**src/trng_health_map.vh**
```
// Register offsets, field positions and default values of the entropy health register group.
`ifndef TRNG_HEALTH_MAP_VH
`define TRNG_HEALTH_MAP_VH
`define OFS_MISC_CONTROL 12'h600
`define OFS_POKER_SPAN 12'h608
`define OFS_POKER_LIMIT 12'h60C
`define OFS_SAMPLE_TIMING 12'h610
`define OFS_SPARSE_LIMIT 12'h614
`define OFS_FREQ_LOWER 12'h618
`define OFS_FREQ_UPPER 12'h61C
`define OFS_OSC2_CONTROL 12'h630
`define BIT_PROGRAM_MODE 16
`define BIT_ERROR_STATUS 12
`define BIT_FREQ_VALID 9
`define BIT_FREQ_FAIL 8
`define BIT_RESTORE 6
`define BIT_ACCESS_MODE 5
`define DEF_POKER_LIMIT 24'h006920
`define DEF_POKER_SPAN 16'h09A3
`define DEF_SAMPLE_LENGTH 16'h0C80
`define DEF_SAMPLE_COUNT 16'h09C4
`define DEF_SPARSE_LIMIT 10'h03F
`define DEF_FREQ_LOWER 22'h000190
`define DEF_FREQ_UPPER 22'h006400
`define DEF_SAMPLING 2'h1
`define SAMPLING_VN_BOTH 2'h0
`define SAMPLING_RAW_BOTH 2'h1
`define SAMPLING_VN_SHIFT 2'h2
`define ENTROPY_SEL_OFF 2'h2
`endif

```
**src/sample_timer.v**
```verilog
// Sample period and sample count timer for one entropy generation run.
`timescale 1ns/1ps
module sample_timer #(
    parameter LEN_W = 16,
    parameter CNT_W = 16
) (
    input wire clk_i,
    input wire rst_i,
    input wire start_i,
    input wire [LEN_W-1:0] length_i,
    input wire [CNT_W-1:0] count_i,
    output reg busy_o,
    output reg period_end_o,
    output reg done_o
);
    reg [LEN_W-1:0] tick_q;
    reg [CNT_W-1:0] left_q;

    always @(posedge clk_i or posedge rst_i) begin
        if (rst_i) begin
            busy_o <= 1'b0;
            period_end_o <= 1'b0;
            done_o <= 1'b0;
            tick_q <= {LEN_W{1'b0}};
            left_q <= {CNT_W{1'b0}};
        end else begin
            period_end_o <= 1'b0;
            done_o <= 1'b0;
            if (!busy_o) begin
                if (start_i && count_i != {CNT_W{1'b0}}) begin
                    busy_o <= 1'b1;
                    tick_q <= {LEN_W{1'b0}};
                    left_q <= count_i;
                end
            end else if (tick_q + {{(LEN_W-1){1'b0}}, 1'b1} >= length_i) begin
                // Each period lasts the programmed number of system clocks, at least one.
                tick_q <= {LEN_W{1'b0}};
                period_end_o <= 1'b1;
                left_q <= left_q - {{(CNT_W-1){1'b0}}, 1'b1};
                if (left_q == {{(CNT_W-1){1'b0}}, 1'b1}) begin
                    busy_o <= 1'b0;
                    done_o <= 1'b1;
                end
            end else begin
                tick_q <= tick_q + {{(LEN_W-1){1'b0}}, 1'b1};
            end
        end
    end
endmodule // sample_timer

```
**src/vn_filter.v**
```verilog
// Von Neumann pair filter with consecutive discard counting.
`timescale 1ns/1ps
module vn_filter #(
    parameter LIM_W = 10
) (
    input wire clk_i,
    input wire rst_i,
    input wire enable_i,
    input wire sample_i,
    input wire valid_i,
    input wire [LIM_W-1:0] limit_i,
    output reg bit_o,
    output reg bit_valid_o,
    output reg sparse_fail_o
);
    reg first_q;
    reg have_q;
    reg [LIM_W:0] discards_q;

    always @(posedge clk_i or posedge rst_i) begin
        if (rst_i) begin
            first_q <= 1'b0;
            have_q <= 1'b0;
            discards_q <= {(LIM_W+1){1'b0}};
            bit_o <= 1'b0;
            bit_valid_o <= 1'b0;
            sparse_fail_o <= 1'b0;
        end else begin
            bit_valid_o <= 1'b0;
            sparse_fail_o <= 1'b0;
            if (!enable_i) begin
                have_q <= 1'b0;
                discards_q <= {(LIM_W+1){1'b0}};
            end else if (valid_i) begin
                if (!have_q) begin
                    first_q <= sample_i;
                    have_q <= 1'b1;
                end else begin
                    have_q <= 1'b0;
                    if (first_q == sample_i) begin
                        discards_q <= discards_q + {{LIM_W{1'b0}}, 1'b1};
                        if (discards_q + {{LIM_W{1'b0}}, 1'b1} > {1'b0, limit_i}) begin
                            sparse_fail_o <= 1'b1;
                        end
                    end else begin
                        discards_q <= {(LIM_W+1){1'b0}};
                        bit_o <= first_q;
                        bit_valid_o <= 1'b1;
                    end
                end
            end
        end
    end
endmodule // vn_filter

```
**src/trng_health_limits.v**
```verilog
// Entropy source health limit registers with an AHB-Lite slave and a compact health checker.
//
// Our own choice: the AHB-Lite register port.
`timescale 1ns/1ps
`include "trng_health_map.vh"
module trng_health_limits #(
    parameter FREQ_W = 22,
    parameter TOTAL_W = 20
) (
    input wire clk_i,
    input wire rst_i,
    input wire hsel_i,
    input wire [31:0] haddr_i,
    input wire [1:0] htrans_i,
    input wire hwrite_i,
    input wire [2:0] hsize_i,
    input wire [31:0] hwdata_i,
    input wire hready_i,
    output reg [31:0] hrdata_o,
    output reg hreadyout_o,
    output reg hresp_o,
    input wire osc_i,
    input wire raw_bit_i,
    input wire start_i,
    output reg busy_o,
    output reg error_o
);
    // Control and limit registers.
    reg program_mode_q;
    reg access_mode_q;
    reg [1:0] sampling_method_q;
    reg [1:0] entropy_select_q;
    reg [23:0] poker_limit_q;
    reg [15:0] poker_span_q;
    reg [15:0] sample_length_q;
    reg [15:0] sample_count_q;
    reg [9:0] sparse_limit_q;
    reg [FREQ_W-1:0] freq_lower_q;
    reg [FREQ_W-1:0] freq_upper_q;
    // Result state.
    reg [23:0] poker_square_q;
    reg [TOTAL_W-1:0] total_q;
    reg [FREQ_W-1:0] freq_count_q;
    reg [FREQ_W-1:0] osc_edges_q;
    reg freq_valid_q;
    reg freq_fail_q;
    reg error_q;
    reg [3:0] nibble_q;
    reg [1:0] nibble_bits_q;
    reg [15:0] hist_q [0:15];
    // Bus and pin state.
    reg wr_pending_q;
    reg [11:0] addr_q;
    reg osc_meta_q;
    reg osc_sync_q;
    reg osc_prev_q;
    reg raw_meta_q;
    reg raw_sync_q;
    integer i;

    wire timer_busy;
    wire period_end;
    wire run_done;
    wire vn_bit;
    wire vn_valid;
    wire sparse_fail;
    wire use_vn_checker;
    wire checker_bit;
    wire checker_valid;
    wire osc_rise;
    wire [FREQ_W-1:0] period_edges;
    wire freq_low;
    wire freq_high;
    wire [24:0] poker_min;
    wire poker_fail;
    wire [23:0] square_of_bin;
    wire access_now;
    wire write_now;
    wire [11:0] req_addr;
    wire write_program;
    wire restore;

    function [31:0] pad;
        input [23:0] value;
        begin
            pad = {8'h00, value};
        end
    endfunction

    // Each nibble pushes the poker value down by the square of its bin's count so far.
    function [23:0] square16;
        input [15:0] value;
        reg [31:0] prod;
        begin
            prod = value * value;
            square16 = prod[23:0];
        end
    endfunction

    assign access_now = hsel_i && htrans_i[1] && hready_i;
    assign write_now = access_now && hwrite_i;
    assign req_addr = haddr_i[11:0];
    assign write_program = wr_pending_q && addr_q == `OFS_MISC_CONTROL;
    // Restore is honoured with program mode already set or being set now.
    assign restore = write_program && hwdata_i[`BIT_RESTORE] &&
        (program_mode_q || hwdata_i[`BIT_PROGRAM_MODE]);
    assign use_vn_checker = sampling_method_q == `SAMPLING_VN_BOTH;
    assign checker_bit = use_vn_checker ? vn_bit : raw_sync_q;
    // One raw sample is taken at the end of each sample period, not on every clock.
    assign checker_valid = use_vn_checker ? vn_valid : period_end;
    assign osc_rise = osc_sync_q && !osc_prev_q;
    assign period_edges = osc_edges_q + {{(FREQ_W-1){1'b0}}, osc_rise};
    assign freq_low = period_edges < freq_lower_q;
    assign freq_high = period_edges > freq_upper_q;
    assign poker_min = {1'b0, poker_limit_q} - {9'h000, poker_span_q} + 25'h0000001;
    assign poker_fail = poker_square_q == 24'h000000 ||
        poker_square_q >= {8'h00, poker_span_q};
    assign square_of_bin = square16(hist_q[{nibble_q[2:0], checker_bit}]);

    sample_timer #(
        .LEN_W(16),
        .CNT_W(16)
    ) timer_u (
        .clk_i(clk_i),
        .rst_i(rst_i),
        .start_i(start_i && !program_mode_q),
        .length_i(sample_length_q),
        .count_i(sample_count_q),
        .busy_o(timer_busy),
        .period_end_o(period_end),
        .done_o(run_done)
    );

    vn_filter #(
        .LIM_W(10)
    ) vn_u (
        .clk_i(clk_i),
        .rst_i(rst_i),
        .enable_i(timer_busy && sampling_method_q != `SAMPLING_RAW_BOTH),
        .sample_i(raw_sync_q),
        .valid_i(period_end),
        .limit_i(sparse_limit_q),
        .bit_o(vn_bit),
        .bit_valid_o(vn_valid),
        .sparse_fail_o(sparse_fail)
    );

    always @(posedge clk_i or posedge rst_i) begin
        if (rst_i) begin
            osc_meta_q <= 1'b0;
            osc_sync_q <= 1'b0;
            osc_prev_q <= 1'b0;
            raw_meta_q <= 1'b0;
            raw_sync_q <= 1'b0;
        end else begin
            osc_meta_q <= osc_i;
            osc_sync_q <= osc_meta_q;
            osc_prev_q <= osc_sync_q;
            raw_meta_q <= raw_bit_i;
            raw_sync_q <= raw_meta_q;
        end
    end

    // Bus address phase capture and register writes in the data phase.
    always @(posedge clk_i or posedge rst_i) begin
        if (rst_i) begin
            wr_pending_q <= 1'b0;
            addr_q <= 12'h000;
            program_mode_q <= 1'b0;
            access_mode_q <= 1'b0;
            sampling_method_q <= `DEF_SAMPLING;
            entropy_select_q <= 2'h0;
            poker_limit_q <= `DEF_POKER_LIMIT;
            poker_span_q <= `DEF_POKER_SPAN;
            sample_length_q <= `DEF_SAMPLE_LENGTH;
            sample_count_q <= `DEF_SAMPLE_COUNT;
            sparse_limit_q <= `DEF_SPARSE_LIMIT;
            freq_lower_q <= `DEF_FREQ_LOWER;
            freq_upper_q <= `DEF_FREQ_UPPER;
        end else begin
            wr_pending_q <= write_now;
            if (access_now) begin
                addr_q <= req_addr;
            end
            if (write_program) begin
                program_mode_q <= hwdata_i[`BIT_PROGRAM_MODE];
                access_mode_q <= hwdata_i[`BIT_ACCESS_MODE];
                if (program_mode_q || hwdata_i[`BIT_PROGRAM_MODE]) begin
                    sampling_method_q <= hwdata_i[1:0];
                end
            end
            if (wr_pending_q && addr_q == `OFS_OSC2_CONTROL) begin
                entropy_select_q <= hwdata_i[1:0];
            end
            if (restore) begin
                poker_limit_q <= `DEF_POKER_LIMIT;
                poker_span_q <= `DEF_POKER_SPAN;
                sample_length_q <= `DEF_SAMPLE_LENGTH;
                sample_count_q <= `DEF_SAMPLE_COUNT;
                sparse_limit_q <= `DEF_SPARSE_LIMIT;
                freq_lower_q <= `DEF_FREQ_LOWER;
                freq_upper_q <= `DEF_FREQ_UPPER;
                sampling_method_q <= `DEF_SAMPLING;
            end else if (wr_pending_q && program_mode_q) begin
                case (addr_q)
                    `OFS_POKER_SPAN: poker_span_q <= hwdata_i[15:0];
                    `OFS_POKER_LIMIT: poker_limit_q <= hwdata_i[23:0];
                    `OFS_SAMPLE_TIMING: begin
                        sample_length_q <= hwdata_i[31:16];
                        sample_count_q <= hwdata_i[15:0];
                    end
                    `OFS_SPARSE_LIMIT: sparse_limit_q <= hwdata_i[9:0];
                    `OFS_FREQ_LOWER: freq_lower_q <= hwdata_i[FREQ_W-1:0];
                    `OFS_FREQ_UPPER: freq_upper_q <= hwdata_i[FREQ_W-1:0];
                    default: begin
                    end
                endcase
            end
        end
    end

    // Health checks during a generation run.
    always @(posedge clk_i or posedge rst_i) begin
        if (rst_i) begin
            poker_square_q <= 24'h000000;
            total_q <= {TOTAL_W{1'b0}};
            freq_count_q <= {FREQ_W{1'b0}};
            osc_edges_q <= {FREQ_W{1'b0}};
            freq_valid_q <= 1'b0;
            freq_fail_q <= 1'b0;
            error_q <= 1'b0;
            nibble_q <= 4'h0;
            nibble_bits_q <= 2'h0;
            for (i = 0; i < 16; i = i + 1) begin
                hist_q[i] <= 16'h0000;
            end
        end else begin
            if (start_i && !timer_busy && !program_mode_q) begin
                total_q <= {TOTAL_W{1'b0}};
                osc_edges_q <= {FREQ_W{1'b0}};
                freq_valid_q <= 1'b0;
                poker_square_q <= poker_limit_q;
                nibble_bits_q <= 2'h0;
                for (i = 0; i < 16; i = i + 1) begin
                    hist_q[i] <= 16'h0000;
                end
            end else if (timer_busy || period_end) begin
                // The last period ends as the timer drops busy, so its pulse is still taken here.
                if (period_end) begin
                    total_q <= total_q + {{(TOTAL_W-1){1'b0}}, 1'b1};
                    freq_count_q <= period_edges;
                    freq_valid_q <= 1'b1;
                    osc_edges_q <= {FREQ_W{1'b0}};
                end else begin
                    osc_edges_q <= period_edges;
                end
                if (checker_valid) begin
                    nibble_q <= {nibble_q[2:0], checker_bit};
                    nibble_bits_q <= nibble_bits_q + 2'h1;
                    if (nibble_bits_q == 2'h3) begin
                        // Each repeat of a nibble value lowers the result by the square of its earlier count.
                        hist_q[{nibble_q[2:0], checker_bit}] <= hist_q[{nibble_q[2:0], checker_bit}] + 16'h0001;
                        poker_square_q <= poker_square_q - square_of_bin;
                    end
                end
            end
            // A new failure wins over a clear in the same cycle.
            if (period_end && (freq_low || freq_high)) begin
                freq_fail_q <= 1'b1;
            end else if (write_program && hwdata_i[`BIT_ERROR_STATUS]) begin
                freq_fail_q <= 1'b0;
            end
            if ((period_end && (freq_low || freq_high)) || sparse_fail || (run_done && poker_fail)) begin
                error_q <= 1'b1;
            end else if (write_program && hwdata_i[`BIT_ERROR_STATUS]) begin
                error_q <= 1'b0;
            end
        end
    end

    // Read data, answered in the data phase with no wait state.
    always @(posedge clk_i or posedge rst_i) begin
        if (rst_i) begin
            hrdata_o <= 32'h00000000;
            hreadyout_o <= 1'b1;
            hresp_o <= 1'b0;
            busy_o <= 1'b0;
            error_o <= 1'b0;
        end else begin
            hreadyout_o <= 1'b1;
            hresp_o <= 1'b0;
            busy_o <= timer_busy;
            error_o <= error_q;
            hrdata_o <= 32'h00000000;
            if (access_now && !hwrite_i) begin
                case (req_addr)
                    `OFS_MISC_CONTROL: hrdata_o <= {15'h0000, program_mode_q, 3'h0, error_q, 1'b0,
                        1'b0, freq_valid_q, freq_fail_q, 2'h0, access_mode_q, 3'h0, sampling_method_q};
                    `OFS_POKER_SPAN: hrdata_o <= program_mode_q ? {16'h0000, poker_span_q} : 32'h00000000;
                    `OFS_POKER_LIMIT: hrdata_o <= program_mode_q ? pad(poker_limit_q) : pad(poker_square_q);
                    `OFS_SAMPLE_TIMING: hrdata_o <= program_mode_q ? {sample_length_q, sample_count_q}
                        : 32'h00000000;
                    `OFS_SPARSE_LIMIT: hrdata_o <= program_mode_q ? {22'h000000, sparse_limit_q}
                        : {{(32-TOTAL_W){1'b0}}, total_q};
                    `OFS_FREQ_LOWER: hrdata_o <= program_mode_q ? {{(32-FREQ_W){1'b0}}, freq_lower_q}
                        : 32'h00000000;
                    `OFS_FREQ_UPPER: hrdata_o <= program_mode_q ? {{(32-FREQ_W){1'b0}}, freq_upper_q}
                        : ((access_mode_q && entropy_select_q != `ENTROPY_SEL_OFF)
                        ? {{(32-FREQ_W){1'b0}}, freq_count_q} : 32'h00000000);
                    `OFS_OSC2_CONTROL: hrdata_o <= {30'h00000000, entropy_select_q};
                    default: hrdata_o <= {7'h00, poker_min};
                endcase
            end
        end
    end
endmodule // trng_health_limits

```
**config.mk**
```make
export PLATFORM = sky130hd
export DESIGN_NAME = trng_health_limits
export DESIGN_NICKNAME = d
export VERILOG_FILES = /design/src/sample_timer.v /design/src/vn_filter.v /design/src/trng_health_limits.v
export VERILOG_INCLUDE_DIRS = /design/src
export SDC_FILE = /design/constraint.sdc
export NUM_CORES = 2
export LEC_CHECK = 0
export ABC_AREA = 1
export BUFFER_PORTS_ARGS = -buffer_cell sky130_fd_sc_hd__buf_2
export CORE_ASPECT_RATIO = 0.8
export CORE_MARGIN = 2
export CORE_UTILIZATION = 45
export CTS_CLUSTER_SIZE = 16
export DETAILED_ROUTE_END_ITERATION = 10
export MAX_ROUTING_LAYER = met4
export PLACE_DENSITY_LB_ADDON = 0.1
export SYNTH_ARGS = -nofsm -noshare
export SYNTH_HDL_FRONTEND = slang
export SYNTH_SLANG_ARGS = --single-unit
export TNS_END_PERCENT = 30
```
**constraint.sdc**
```tcl
create_clock -name clk_i -period 21 [get_ports clk_i]
set_input_delay 4.2 -clock clk_i [delete_from_list [all_inputs] [get_ports clk_i]]
set_output_delay 4.2 -clock clk_i [all_outputs]
set_load 0.01 [all_outputs]
```
==> key figures <==
Placed design
  – DP Cell Count: about 6,400
  – Pre-CTS setup slack: 11,610 ps
  – Dpl cell area: 41,800 um^2
  – Hpwl dp: 107,000 um
  – GPL Wtd Cong: a little under 1
  – Buffers on Ports: between 80 and 90

CTS
  – Maximum clock path buffer count: 3
  – Clk slew on worst S/H paths: about 60 ps
  – Htree depth: 3
  – CTS tree: done
  – Postcts setup bufs: 0
  – CTS Hold Bufs: 0
  – CTS buffer count: 69
  – Clk Tree Root Cell: clkbuf_16
  – Skew-Pair Late Insertion Delay: approximately 650 ps
  – Clk sink count: slightly below 600
  – Post-CTS Resized: 0

Die
  – Die X: about 340 um
  – Initial Util: 0.453
  – Die area: 92,000 um^2
  – Core Rows: 98
  – I/O pin cnt: approximately 110
  – Die Ht: between 200 and 300 um
  – Core Region: approximately 90,000 um^2

Yosys
  – Ys async rst share: 1.00
  – Syn_area_per_cell: roughly 7.7 um^2
  – Top cell type's share of synthesized area: 0.344
  – Number of flops mapped to enable cells by yosys: 0
  – Top cells by count, synth: nand2_1, inv_1, dfrtp_1
  – Post-Syn Instances: 5,266
  – Synth Flop Type: dfrtp_1
  – YS warnings: 0
  – Area leader, netlist: dfrtp_1
  – Largest cells by area after synthesis: dfrtp_1, nand2_1, inv_1, fa_1, ha_1
  – Post-Syn Nets: around 5,700
  – Seq/Total Area, Yosys: 0.365
  – Flops & latches, synth: a little under 600
  – Synth Cell Area: 40,300 um^2
  – Library cells used by synthesis: 63
  – Most frequent cell after synthesis: nand2_1

Finish
  – Final Cell Area: approximately 44,000 um^2
  – Area delta synth->final: 9.71%
  – Fraction of layout cells with a size suffix above 1: 0.0715
  – Fillers: 8,966
  – Fin util: 0.497
  – Post-Layout Cell Count: 6,545
  – Net count, final: roughly 5,700

Global route
  – Global route overflow: 0
  – Met3 usage: 0.0954
  – Met2 GRT Util: 0.410
  – Total track usage: 0.327
  – First-pass GRT wire length: 220,000 um
  – Vias in the first global route: around 34,000
  – Met1 Track Usage GR: 0.510
  – Largest net degree at the start of global routing: ~150
  – Global route hottest layer: met1
  – Initial antenna violation count: 11

Timing
  – Tcrit/Tclk final: 0.457
  – Slew margin rel.: 0.105
  – F_max: around 100 MHz
  – Setup_tns: 0 ps
  – PnR worst setup slack: between 10,000 and 15,000 ps
  – Clock skew: roughly 60 ps
  – Final hold vios: 0
  – Hold slack: 343 ps
  – Final setup viols: 0
  – Fin crit period: around 9600 ps
  – Worst Tran Pin Value: 1330 ps
  – RSZ-0062 raised after global routing: no
  – Slew Limit Fails: 0

Drt
  – DRC: 0
  – Vias per cell: between 5 and 6
  – DR vias: about 36,000
  – Wire per inst: 22.3 um
  – 1st-iter DRT viols: between 4,000 and 5,000
  – First-pass DRT Iterations: 6
  – Antenna viol nets, final: 0
  – Wirelength, routed: around 150,000 um

Critical path
  – CP max stage cell: nor2_2
  – Cell mode on critical path: nand2_1
  – Max Fanout on Critical Path: between 60 and 70
  – Worst Path Required: ~22,000 ps
  – Startpoint type of the worst setup path: flop
  – Delay-heaviest family, CP: simple AND/OR/NAND/NOR gates
  – Nature of the critical path endpoint: flop
  – Crit path largest cell delay: ~780 ps
  – WS Path Type: reg -> reg
  – Crit path arrival time: approximately 10,000 ps
  – Worst Path Buf+Inv: 7

Pwr
  – Gate power share: 0.514
  – Sw frac: 0.448
  – Pint: 2.81 mW
  – Worst vdd ir: ~0.26 mV
  – PwrDens: ~120 nW/um^2
  – Total chip power: slightly above 5 mW
  – Sw Pwr: about 2.3 mW
  – Sequential group share of total power: 0.231
  – Clk pwr share: 0.255
  – Leak pwr: 23.2 nW

Run
  – Max-cap violations: 0

Outcome
  – Status: finished clean

Hold path
  – Worst min-delay path class: reg -> reg
registers in the layout, summed over array words and instances (netlist names), 2 cells and up:
name	cells
addr_q	12
entropy_select_q	2
freq_count_q	22
freq_lower_q	22
freq_upper_q	22
hist_q	256
hrdata_o	32
nibble_bits_q	2
nibble_q	3
osc_edges_q	22
poker_limit_q	24
poker_span_q	16
poker_square_q	24
sample_count_q	16
sample_length_q	16
sampling_method_q	2
sparse_limit_q	10
timer_u.left_q	16
timer_u.tick_q	16
total_q	20
vn_u.discards_q	11
layout by cell type (no fill, tap or decap), types with 62 or more instances in the layout:
master / netlist / layout
nand2_1: 1416 / 1416
inv_1: 932 / 930
dfrtp_1: 555 / 553
nor2_1: 306 / 304
nand3_1: 300 / 298
o21ai_0: 257 / 257
o22ai_1: 243 / 243
ha_1: 210 / 210
fa_1: 174 / 174
a21oi_1: 144 / 144
nor3_1: 87 / 86
buf_2: 28 / 86
clkbuf_16: 0 / 70
xor2_1: 62 / 62
path summary, 6_finish.rpt:
path	startpoint	to	slack [ps]	cells past startpoint
worst min register to register	osc_meta_q	osc_sync_q	340	0
worst max register to register	sampling_method_q[1]	poker_square_q[22]	11400	35
worst max-delay path	sampling_method_q[1]	poker_square_q[22]	11400	35
worst min-delay path	osc_meta_q	osc_sync_q	340	0
max in group asynchronous	rst_i	nibble_q[0]	14170	5
min in group asynchronous	rst_i	osc_edges_q[12]	3690	2
logic make-up (layout without fill, tap and decap cells):
logic type | Yosys count | after routing | share of synthesized area
compound gates | 806 | 806 | 0.117
xor+xnor | 79 | 79 | 0.0173
fa+ha+maj | 384 | 384 | 0.152
buf+inv | 1149 | 1224 | 0.112
flops | 587 | 587 | 0.365
mux | 8 | 8 | 0.00217
other cells | 2 | 6 | 0.000186
simple gates | 2251 | 2251 | 0.234
power by group through the flow:
stage,clock [mW],combinational [mW],sequential [mW]
after floorplan,0,1.88,1.19
after global placement,0,2.55,1.20
after detailed placement,0,2.55,1.20
after CTS,1.31,2.58,1.18
after global routing,1.36,2.98,1.18
final,1.30,2.62,1.18
layout make-up:
| type | count | area, um^2 | area share |
|---|---|---|---|
| Tap cell | 1200 | 1500 | 0.0339 |
| Clock inverter | 22 | 389 | 0.00880 |
| Inverter | 970 | 3650 | 0.0825 |
| Multi-Input combinational cell | 3530 | 21100 | 0.478 |
| Sequential cell | 587 | 14700 | 0.333 |
| Antenna cell | 4 | 10.0 | 0.000226 |
| Clock buffer | 102 | 2040 | 0.0462 |
| Timing Repair Buffer | 130 | 773 | 0.0175 |
routing by layer:
metal  routed length, um  up-vias
met3               17400      160
li1                    -    16800
met5                   0        -
met1               70700    17600
met2               55400     1661
met4                2380        0
Note: power is estimated with default switching activity, not from simulation.
